`src/inc/monitor_regs_pkg.sv`:
```
// package for the monitor mask, configuration and status register bank
// assumes a single 125 MHz core clock and a serial-bus engine on that clock
package monitor_regs_pkg;

	// register offsets
	localparam logic [7:0] OFS_FAN_AMBIENT = 8'h13;
	localparam logic [7:0] OFS_FAN_REMOTE = 8'h14;
	localparam logic [7:0] OFS_STATUS_FIRST = 8'h41;
	localparam logic [7:0] OFS_STATUS_SECOND = 8'h42;
	localparam logic [7:0] OFS_IRQ_MASK_FIRST = 8'h43;
	localparam logic [7:0] OFS_IRQ_MASK_SECOND = 8'h44;
	localparam logic [7:0] OFS_INTRUSION_CLEAR = 8'h46;
	localparam logic [7:0] OFS_CORE_CODE_LOW = 8'h47;
	localparam logic [7:0] OFS_CORE_CODE_HIGH = 8'h49;
	localparam logic [7:0] OFS_SECOND_CONFIG = 8'h4A;
	localparam logic [7:0] OFS_STATUS_FIRST_COPY = 8'h4C;
	localparam logic [7:0] OFS_STATUS_SECOND_COPY = 8'h4D;

	// reset values
	localparam logic [7:0] RST_BYTE = 8'h00;
	localparam logic [3:0] RST_PRESCALE = 4'h0;

	// field positions
	localparam int INTRUSION_CLEAR_BIT = 7;
	localparam int PRESCALE_LSB = 4;
	localparam int CFG_THERMAL_MASK = 0;
	localparam int CFG_LOCK_AMBIENT = 1;
	localparam int CFG_LOCK_REMOTE = 2;
	localparam int CFG_OVERTEMP_ACPI = 3;
	localparam int CFG_AUX_FIRST = 6;
	localparam int CFG_AUX_SECOND = 7;
	localparam int ST2_INTRUSION = 4;
	localparam int ST2_OVERTEMP = 5;
	// thermal flags of the first status byte
	localparam logic [7:0] THERMAL_FLAGS = 8'h30;
	// flags that exist in the second status byte
	localparam logic [7:0] ST2_VALID = 8'hF3;
	localparam logic [7:0] CFG2_VALID = 8'hCF;

	// identity pattern, value arbitrary
	localparam logic [6:0] IDENTITY_PATTERN = 7'h2A;

	// timing
	localparam int CLK_MHZ = 125;
	localparam int INTRUSION_PULSE_MS = 20;
	localparam int INTRUSION_PULSE_CYCLES = INTRUSION_PULSE_MS * CLK_MHZ * 1000;
	localparam int PULSE_CNT_W = 22;

	typedef struct packed {
		logic wr;
		logic rd;
		logic [7:0] addr;
		logic [7:0] wdata;
	} reg_req_s;

	typedef struct packed {
		logic valid;
		logic [7:0] rdata;
	} reg_rsp_s;

	typedef struct packed {
		logic supply12;
		logic second_core_supply;
		logic remote_diode_first_fault;
		logic remote_diode_second_fault;
	} fault_in_s;

endpackage

```
`src/hw/monitor_irq_mask_config_regs.sv`:
```
// mask, configuration, intrusion-clear and status copy registers of a hardware monitor
// assumes register requests come from the serial-bus engine on core_clk
`timescale 1ns/10ps
`default_nettype none

module monitor_irq_mask_config_regs
	import monitor_regs_pkg::*;
#(
	parameter int PULSE_CYCLES = INTRUSION_PULSE_CYCLES
) (
	// clock and reset
	input wire logic core_clk,
	input wire logic rst,
	input wire logic soft_init,
	// register port
	input wire reg_req_s req,
	output reg_rsp_s rsp,
	// event sources from the limit engine
	input wire logic [7:0] first_events,
	input wire fault_in_s faults,
	input wire logic aux_group_irq_mode,
	// pins
	input wire logic [4:0] core_voltage_code,
	input wire logic [1:0] aux_irq_pin,
	input wire logic overtemp_signal_n,
	input wire logic intrusion_flag_in,
	output logic intrusion_flag_out,
	output logic intrusion_flag_oe_n,
	// controls to the rest of the monitor
	output logic alarm_n,
	output logic overtemp_acpi_mode,
	output logic [3:0] first_tachometer_divide,
	output logic [3:0] second_tachometer_divide,
	output logic [7:0] fan_ambient_ctrl,
	output logic [7:0] fan_remote_ctrl
);

	typedef struct packed {
		logic [4:0] code_a;
		logic [4:0] code_b;
		logic [1:0] aux_a;
		logic [1:0] aux_b;
		logic ovt_a;
		logic ovt_b;
		logic intr_a;
		logic intr_b;
		logic intr_prev;
		logic [7:0] mask_first;
		logic [7:0] mask_second;
		logic [3:0] prescale;
		logic [7:0] config2;
		logic [7:0] fan_ambient;
		logic [7:0] fan_remote;
		logic [7:0] status_first;
		logic [7:0] status_second;
		logic clear_busy;
		logic [PULSE_CNT_W-1:0] pulse_cnt;
		logic rsp_valid;
		logic [7:0] rsp_data;
		logic alarm_n;
	} state_s;

	state_s q;
	state_s next_q;

	// divide ratio from a two-bit prescaler code
	function automatic logic [3:0] divide_of(input logic [1:0] code);
		logic [3:0] r;
		r = 4'h1;
		case (code)
			2'b00: r = 4'h1;
			2'b01: r = 4'h2;
			2'b10: r = 4'h4;
			default: r = 4'h8;
		endcase
		return r;
	endfunction

	localparam logic [PULSE_CNT_W-1:0] PULSE_LAST = PULSE_CNT_W'(PULSE_CYCLES - 1);

	logic wr_hit;
	logic [7:0] second_flags;
	logic [7:0] first_gated;
	logic [7:0] second_gated;
	logic [1:0] aux_active;
	logic [7:0] read_value;
	logic clear_first;
	logic clear_second;

	always_comb begin
		next_q = q;
		wr_hit = req.wr;
		clear_first = 1'b0;
		clear_second = 1'b0;

		// pin synchronisers
		next_q.code_a = core_voltage_code;
		next_q.code_b = q.code_a;
		next_q.aux_a = aux_irq_pin;
		next_q.aux_b = q.aux_a;
		next_q.ovt_a = overtemp_signal_n;
		next_q.ovt_b = q.ovt_a;
		next_q.intr_a = intrusion_flag_in;
		next_q.intr_b = q.intr_a;
		next_q.intr_prev = q.intr_b;

		// register read, answered one cycle later
		read_value = RST_BYTE;
		if (req.addr == OFS_FAN_AMBIENT) begin
			read_value = q.fan_ambient;
		end else if (req.addr == OFS_FAN_REMOTE) begin
			read_value = q.fan_remote;
		end else if (req.addr == OFS_STATUS_FIRST) begin
			read_value = q.status_first;
			clear_first = req.rd;
		end else if (req.addr == OFS_STATUS_SECOND) begin
			read_value = q.status_second & ST2_VALID;
			clear_second = req.rd;
		end else if (req.addr == OFS_IRQ_MASK_FIRST) begin
			read_value = q.mask_first;
		end else if (req.addr == OFS_IRQ_MASK_SECOND) begin
			read_value = q.mask_second;
		end else if (req.addr == OFS_INTRUSION_CLEAR) begin
			read_value = {q.clear_busy, 7'h00};
		end else if (req.addr == OFS_CORE_CODE_LOW) begin
			read_value = {q.prescale, q.code_b[3:0]};
		end else if (req.addr == OFS_CORE_CODE_HIGH) begin
			read_value = {IDENTITY_PATTERN, q.code_b[4]};
		end else if (req.addr == OFS_SECOND_CONFIG) begin
			read_value = q.config2 & CFG2_VALID;
		end else if (req.addr == OFS_STATUS_FIRST_COPY) begin
			read_value = q.status_first;
		end else if (req.addr == OFS_STATUS_SECOND_COPY) begin
			read_value = q.status_second & ST2_VALID;
		end
		next_q.rsp_valid = req.rd;
		next_q.rsp_data = req.rd ? read_value : q.rsp_data;

		// register writes
		if (wr_hit) begin
			if (req.addr == OFS_FAN_AMBIENT) begin
				if (!q.config2[CFG_LOCK_AMBIENT]) begin
					next_q.fan_ambient = req.wdata;
				end
			end else if (req.addr == OFS_FAN_REMOTE) begin
				if (!q.config2[CFG_LOCK_REMOTE]) begin
					next_q.fan_remote = req.wdata;
				end
			end else if (req.addr == OFS_IRQ_MASK_FIRST) begin
				next_q.mask_first = req.wdata;
			end else if (req.addr == OFS_IRQ_MASK_SECOND) begin
				next_q.mask_second = req.wdata;
			end else if (req.addr == OFS_INTRUSION_CLEAR) begin
				if (req.wdata[INTRUSION_CLEAR_BIT] && !q.clear_busy) begin
					next_q.clear_busy = 1'b1;
					next_q.pulse_cnt = '0;
				end
			end else if (req.addr == OFS_CORE_CODE_LOW) begin
				next_q.prescale = req.wdata[7:PRESCALE_LSB];
			end else if (req.addr == OFS_SECOND_CONFIG) begin
				// lock bits only ever set until reset or soft_init
				next_q.config2 = req.wdata & CFG2_VALID;
				next_q.config2[CFG_LOCK_AMBIENT] = q.config2[CFG_LOCK_AMBIENT]
					| req.wdata[CFG_LOCK_AMBIENT];
				next_q.config2[CFG_LOCK_REMOTE] = q.config2[CFG_LOCK_REMOTE]
					| req.wdata[CFG_LOCK_REMOTE];
			end
		end

		// intrusion pin low pulse
		if (q.clear_busy) begin
			if (q.pulse_cnt == PULSE_LAST) begin
				next_q.clear_busy = 1'b0;
				next_q.pulse_cnt = '0;
			end else begin
				next_q.pulse_cnt = q.pulse_cnt + 1'b1;
			end
		end

		// status flags: a new event wins over a read clear
		second_flags = 8'h00;
		second_flags[0] = faults.supply12;
		second_flags[1] = faults.second_core_supply;
		second_flags[ST2_INTRUSION] = q.intr_b & !q.intr_prev & !q.clear_busy;
		second_flags[ST2_OVERTEMP] = !q.ovt_b;
		second_flags[6] = faults.remote_diode_first_fault;
		second_flags[7] = faults.remote_diode_second_fault;
		next_q.status_first = (clear_first ? 8'h00 : q.status_first) | first_events;
		next_q.status_second = (clear_second ? 8'h00 : q.status_second)
			| second_flags;

		// alarm output
		first_gated = q.status_first & ~q.mask_first;
		if (q.config2[CFG_THERMAL_MASK]) begin
			first_gated = first_gated & ~THERMAL_FLAGS;
		end
		second_gated = q.status_second & ~q.mask_second & ST2_VALID;
		aux_active = q.aux_b & {q.config2[CFG_AUX_SECOND], q.config2[CFG_AUX_FIRST]}
			& {2{aux_group_irq_mode}};
		next_q.alarm_n = !(|first_gated || |second_gated || |aux_active);

		if (soft_init) begin
			next_q.mask_first = RST_BYTE;
			next_q.mask_second = RST_BYTE;
			next_q.prescale = RST_PRESCALE;
			next_q.config2 = RST_BYTE;
			next_q.status_first = RST_BYTE;
			next_q.status_second = RST_BYTE;
		end
	end

	always_ff @(posedge core_clk) begin
		if (rst) begin
			q <= '0;
			q.ovt_a <= 1'b1;
			q.ovt_b <= 1'b1;
			q.alarm_n <= 1'b1;
			q.mask_second <= RST_BYTE;
			q.config2 <= RST_BYTE;
		end else begin
			q <= next_q;
		end
	end

	assign rsp = '{valid: q.rsp_valid, rdata: q.rsp_data};
	assign alarm_n = q.alarm_n;
	assign intrusion_flag_out = 1'b0;
	assign intrusion_flag_oe_n = !q.clear_busy;
	assign overtemp_acpi_mode = q.config2[CFG_OVERTEMP_ACPI];
	assign first_tachometer_divide = divide_of(q.prescale[1:0]);
	assign second_tachometer_divide = divide_of(q.prescale[3:2]);
	assign fan_ambient_ctrl = q.fan_ambient;
	assign fan_remote_ctrl = q.fan_remote;

endmodule

`default_nettype wire

```
`config.mk`:
```
export PLATFORM = sky130hd
export DESIGN_NAME = monitor_irq_mask_config_regs
export DESIGN_NICKNAME = d
export VERILOG_FILES = /design/src/inc/monitor_regs_pkg.sv /design/src/hw/monitor_irq_mask_config_regs.sv
export SDC_FILE = /design/constraint.sdc
export NUM_CORES = 1
export LEC_CHECK = 0
export BUFFER_PORTS_ARGS = -buffer_cell sky130_fd_sc_hd__buf_2
export CELL_PAD_IN_SITES_DETAIL_PLACEMENT = 1
export CELL_PAD_IN_SITES_GLOBAL_PLACEMENT = 1
export CORE_MARGIN = 4
export CORE_UTILIZATION = 33
export CTS_CLUSTER_SIZE = 28
export DETAILED_ROUTE_END_ITERATION = 8
export GPL_TIMING_DRIVEN = 0
export PLACE_DENSITY_LB_ADDON = 0.1
export SLEW_MARGIN = 30
export SYNTH_ARGS = -nofsm -noshare
export SYNTH_HDL_FRONTEND = slang
export SYNTH_SLANG_ARGS = --single-unit
```
`constraint.sdc`:
```
create_clock -name core_clk -period 2.45 [get_ports core_clk]
set_clock_uncertainty 0.05 [all_clocks]
set_input_delay 0.735 -clock core_clk [delete_from_list [all_inputs] [get_ports core_clk]]
set_output_delay 0.735 -clock core_clk [all_outputs]
set_load 0.01 [all_outputs]
```
== Yosys cells after proc, flatten, opt, wreduce, memory -nomap -nowiden ==
Cells that the tools add are included.
Widths: inputs -> output; s select.

* $add $sub $neg: 1
* Multiply operators: 0
* Divide/modulo/power cells: 0
* Order comparisons: 0
* Eq/ne operators: 21
* Shift-type cells: 0
* Multiplexer cells: 34
* Bitwise gates (word level): 20
* Reductions and logical operators: 23

{| class="wikitable"
|+ Operators by type and width
! operator !! number
|-
| $mux 23 || 8
|-
| $mux 8 || 14
|-
| $eq 8x7->1 const B || 10
|-
| $pmux 4 s3 || 2
|-
| $add 22x1->22 const B || 1
|-
| $eq 22x22->1 const B || 1
|-
| $mux 22 || 1
|-
| $and 8x8->8 || 2
|-
| $eq 8x5->1 const B || 2
|-
| $not 8->8 || 2
|-
| $or 8x8->8 || 2
|-
| $reduce_and 7->1 || 2
|-
| $mux 1 || 8
|-
| $ne 2x2->1 const B || 4
|-
| $not 1->1 || 8
|-
| $reduce_and 4->1 || 2
|-
| $reduce_and 8->1 || 1
|-
| $reduce_or 8->1 || 1
|-
| $mux 6 || 1
|-
| $reduce_bool 2->1 || 3
|-
| $reduce_or 6->1 || 1
|-
| $reduce_and 5->1 || 1
|-
| $and 2x2->2 || 2
|-
| $eq 2x1->1 const B || 2
|-
| 9 further kinds || 18
|}

* Register bits: 110
* Latch bits: 0
* Bits in writable memories: 0
* Memory bits (read-only): 0
* Bits of input ports: 43
* Output and inout port bits: 37
* Logic and storage cells: 121
* Memories kept: 0

== Logic depth before layout (Yosys ltp) ==
* Depth after elaboration: 13
* Depth in mapped cells: 8

== Least setup slack after synthesis ==
No wires, ideal clock.

* Path type: input -> register
* From: input req[13] (netlist name)
* To: register q[85] (netlist name)
* Library setup time: 128 ps
* Arrival time: 2111 ps
* Setup slack: 162 ps
* Stages on the path: 7
* Buffers on the path: 2
* Cell sequence: or4b_1 -> buf_2 -> nor3_4 -> and3_1 -> buf_6 -> mux2i_1 -> nor2_1

* Cells in the longest elaborated chain, start to end: 3
* Elaborated cells between the ends (all ways): 6

{| class="wikitable"
|+ Ends and longest elaborated chain
! element !! line !! RTL
|-
| start, declared || monitor_irq_mask_config_regs.sv:16 || <nowiki>input wire reg_req_s req,</nowiki>
|-
| $eq 8x5->1 (on tied branches) || monitor_irq_mask_config_regs.sv:145, monitor_irq_mask_config_regs.sv:141 ||
|-
| $not 1->1 (no line) || -- ||
|-
| $reduce_and 4->1 (no line) (*) || -- ||
|-
| end signal, assigned || monitor_irq_mask_config_regs.sv:221 || <nowiki>q <= next_q;</nowiki>
|-
| end, declared || monitor_irq_mask_config_regs.sv:63 || <nowiki>state_s q;</nowiki>
|}

Every way passes the cells marked *; elsewhere a longest branch is shown, timed or not.
A chain may end at the register's enable or synchronous reset.

== Worst setup path in the final report ==
* From: input req[13] (netlist name)
* To: register q[71] (netlist name)

* Cells in the longest elaborated chain, start to end: 3
* Elaborated cells between the ends (all ways): 14

{| class="wikitable"
|+ Ends and longest elaborated chain
! element !! line !! RTL
|-
| $eq 8x7->1 (tied with other cells) || monitor_irq_mask_config_regs.sv:158 || <nowiki>end else if (req.addr == OFS_CORE_CODE_LOW) begin</nowiki>
|-
| $not 1->1 (no line) || -- ||
|-
| $reduce_and 8->1 (no line) (*) || -- ||
|}

Marked as above.

==> impl_metrics.yaml <==
status:
  run_status: "finished, final reports clean"
synthesis:
  avgSynthCellArea_sq_um: 8.413
  yosysUniqueCellTypes: 71
  synth_seq_cells: 108
  yosysSeqAreaShare_pct: 40.09
  async_reset_ff_share_pct: 0
  synthMuxAreaShare_pct: 6.241
  synth_xor_area_share_pct: 2.111
  synth-compound-area-share_pct: 18.91
  synth.area.top_cells: "dfxtp_1, nor2_1, mux2i_1"
  netlist.area_leader.share_pct: 40.09
  synth_nets: 685
  synth_adder_area_share_pct: 0.2320
  synth_top_family_by_area: "simple AND/OR/NAND/NOR gates"
  yosys_warnings: 0
  synth_edf_count: 0
  synth_top_flop_cell: "dfxtp_1"
  synth_simple_gate_area_share_pct: 23.57
  synth_area_sq_um: 5393
  syn_inst: 641
  synth_top_area_cell: "dfxtp_1"
critical_path:
  path_class: "in2reg"
  reg2reg_depth: 7
  worstSetupEndpointType: "flop"
  path_common_cell: "buf_2"
  critPathMaxStageDelay_ns: 0.40
  cpMaxStageDelayCell: "nand4_1"
  r2r_setup_slack_ns: 0.22
  worstReg2RegStart: "q[10]"
  start_kind: "primary input"
  r2r_end: "q[13]"
  crit_chain: "buf_2, nor4b_2, buf_2, nand4_1, inv_1, nand2_1, a21oi_1"
  required_ns: 2.69
  crit_path_max_fanout: 10
  worstPathArrival_ns: 2.64
clock_network:
  cts_tree: "yes"
  cts_buffers: 9
  clk_root_buffer_cell: "clkbuf_16"
  cts_max_level: 3
  clockBufferDepth: 2
  cts.hold.buffers_added: 0
  cts_sinks: 108
  clkSlewWorstSetupHoldPaths_ns: 0.07
  clk_latency_ns: 0.36
pwr:
  intPower_mw: 2.837
  clockPowerShare_pct: 43.0
  pwr-share-seq_pct: 48.3
  power_frac_comb_pct: 8.7
  power.density_nw_per_um2: 579.8
  switching_power_mw: 0.9130
  leakagePower_nw: 2.555
  ir_drop_mv: 0.3193
  switching_share_pct: 24.35
worst_hold_path:
  hold_depth: 1
  hold_start: "q[96]"
  hp-class: "reg2reg"
  hold_end: "q[38]"
timing:
  worst_pin_slew_ns: 0.7944
  finalMaxSlewViolations: 0
  setup_viol: 0
  finalSetupTns_ns: 0
  hold_violations: 0
  fmax_ghz: 0.4163
  post-route-period-util_pct: 98.05
  period_needed_ns: 2.402
  rsz0062_at_grt: "true"
  relSlewSlack_pct: 47.04
die:
  die_w_um: 135.8
  io_pins: 80
  dieHeight_um: 135.8
  initial_core_util_pct: 33.83
  rows: 46
  core_sq_um: 15940
  die_area_sq_um: 18450
drt:
  drc: 0
  firstDrtPassIters: 5
  vias_per_cell: 5.360
  ant_nets: 0
  drt_wl_total_um: 19550
  wl_per_cell_um: 20.51
  vias: 5108
  drt_iter0_markers: 383
cells_and_area:
  drive_above_1_share_pct: 22.93
  antennaDiodeCount: 0
  post-route-util_pct: 40.57
  syn2layout_area_growth_pct: 19.93
  nets: 776
grt:
  grt_antenna_before_repair: 0
  overflow: 0
  grt_first_pass_wirelength_um: 29880
  grt_pass1_vias: 5085
  grt_max_degree: 18
  grt_use_total_pct: 21.49
placed_design:
  place_congestion: 0.9251
  dpl.hpwl_um: 14920
  io_buffers: 77
job:
  maxCapViolCount: 0
Yosys cell counts, drive strengths merged, types with 6 or more instances:
cell,number
nand2b,8
a211oi,8
dfxtp,108
o211ai,6
o21ai,10
buf,46
xnor2,8
o22ai,10
mux2i,28
a221oi,7
and2,7
nand3,11
nor2,79
nand4,12
a22oi,16
and3,7
nand2,51
nor3,13
clkbuf,21
a21oi,43
inv,24
nor2b,31
metrics by stage:
step | total power, mW | std cells | hold WS [ns] | instance area, sq um | worst slack (ns)
2_1_floorplan | 2.027 | 641 | 0.3346 | 5393 | 0.1618
3_3_place_gp | 2.163 | 934 | 0.3416 | 6048 | -0.6551
3_5_place_dp | 2.170 | 934 | 0.3633 | 6048 | -0.6135
4_1_cts | 3.789 | 950 | 0.3741 | 6391 | 0.03681
5_1_grt | 3.894 | 953 | 0.4017 | 6467 | -0.03707
6_report | 3.750 | 953 | 0.3665 | 6467 | 0.04772
cell type report:
cell class | instances | area (sq um)
multi-input cells | 442 | 2819
plain buffers | 67 | 390.4
fillers | 1959 | 9475
flip-flops and latches | 108 | 2162
repair buffers | 80 | 407.9
well taps | 216 | 270.3
inverters | 24 | 90.09
clock inverters | 5 | 85.08
clock buffers | 11 | 242.7
power groups by stage:
stage / combinational (mW) / clock, mW / sequential (mW)
5_1_grt: 0.357 / 1.72 / 1.81
3_5_place_dp: 0.318 / 0 / 1.85
6_report: 0.327 / 1.61 / 1.81
2_1_floorplan: 0.186 / 0 / 1.84
3_3_place_gp: 0.313 / 0 / 1.85
4_1_cts: 0.320 / 1.66 / 1.81
placed cells by master (no fill, tap or decap), types with 12 or more instances in the layout:
master / n
buf_4: 31
nor2b_1: 31
mux2i_1: 28
inv_1: 23
nor2_1: 79
buf_2: 92
clkbuf_1: 19
nand2_1: 51
a22oi_1: 16
dfxtp_1: 108
nand4_1: 12
a21oi_1: 43
what timing repair did:
action,in CTS,in global routing
setup buffers,0,3
endpoints found under the hold margin,0,0
resized for setup,4,15
setup endpoints to repair,19,37
pin swaps,0,1
cloned,0,0
worst max-delay path: cells and delay by family:
kind                   cells  cell delay, ns
buffers and inverters      3            0.84
and+or+nand+nor            3            0.91
AOI/OAI and AO/OA          1            0.14
how the worst max path moves through the flow:
stage | endpoint | slack [ns] | cells after the start | from
floorplan | q[85] | 0.16 | 7 | req[13]
global placement | rsp[5] | -0.66 | 7 | req[11]
detailed placement | rsp[5] | -0.61 | 7 | req[11]
CTS | rsp[5] | 0.04 | 7 | req[8]
global route | rsp[4] | -0.04 | 8 | req[8]
finish | q[71] | 0.05 | 7 | req[13]
cells by family (layout without fill, tap and decap cells):
group | Yosys count | in the layout
other cells | 1 | 1
buf+inv | 91 | 187
compound gates | 146 | 146
fa+ha+maj | 1 | 1
mux | 33 | 33
xor+xnor | 13 | 13
flops | 108 | 108
simple gates | 248 | 248
state kept, by name (all words and copies together), names as in the netlist:
name / flops
q: 71
next_q: 10
rsp: 9
fan_ambient_ctrl: 8
fan_remote_ctrl: 8
alarm_n: 1
overtemp_acpi_mode: 1
routing by layer:
layer | wire, um | track usage, % | vias up
met5 | 0 | 0 | -
met4 | 516 | 6.831 | 0
met3 | 1194 | 4.256 | 32
met1 | 8715 | 28.40 | 2486
met2 | 9122 | 35.40 | 153
li1 | - | - | 2437
(Power assumes the default switching activity.)
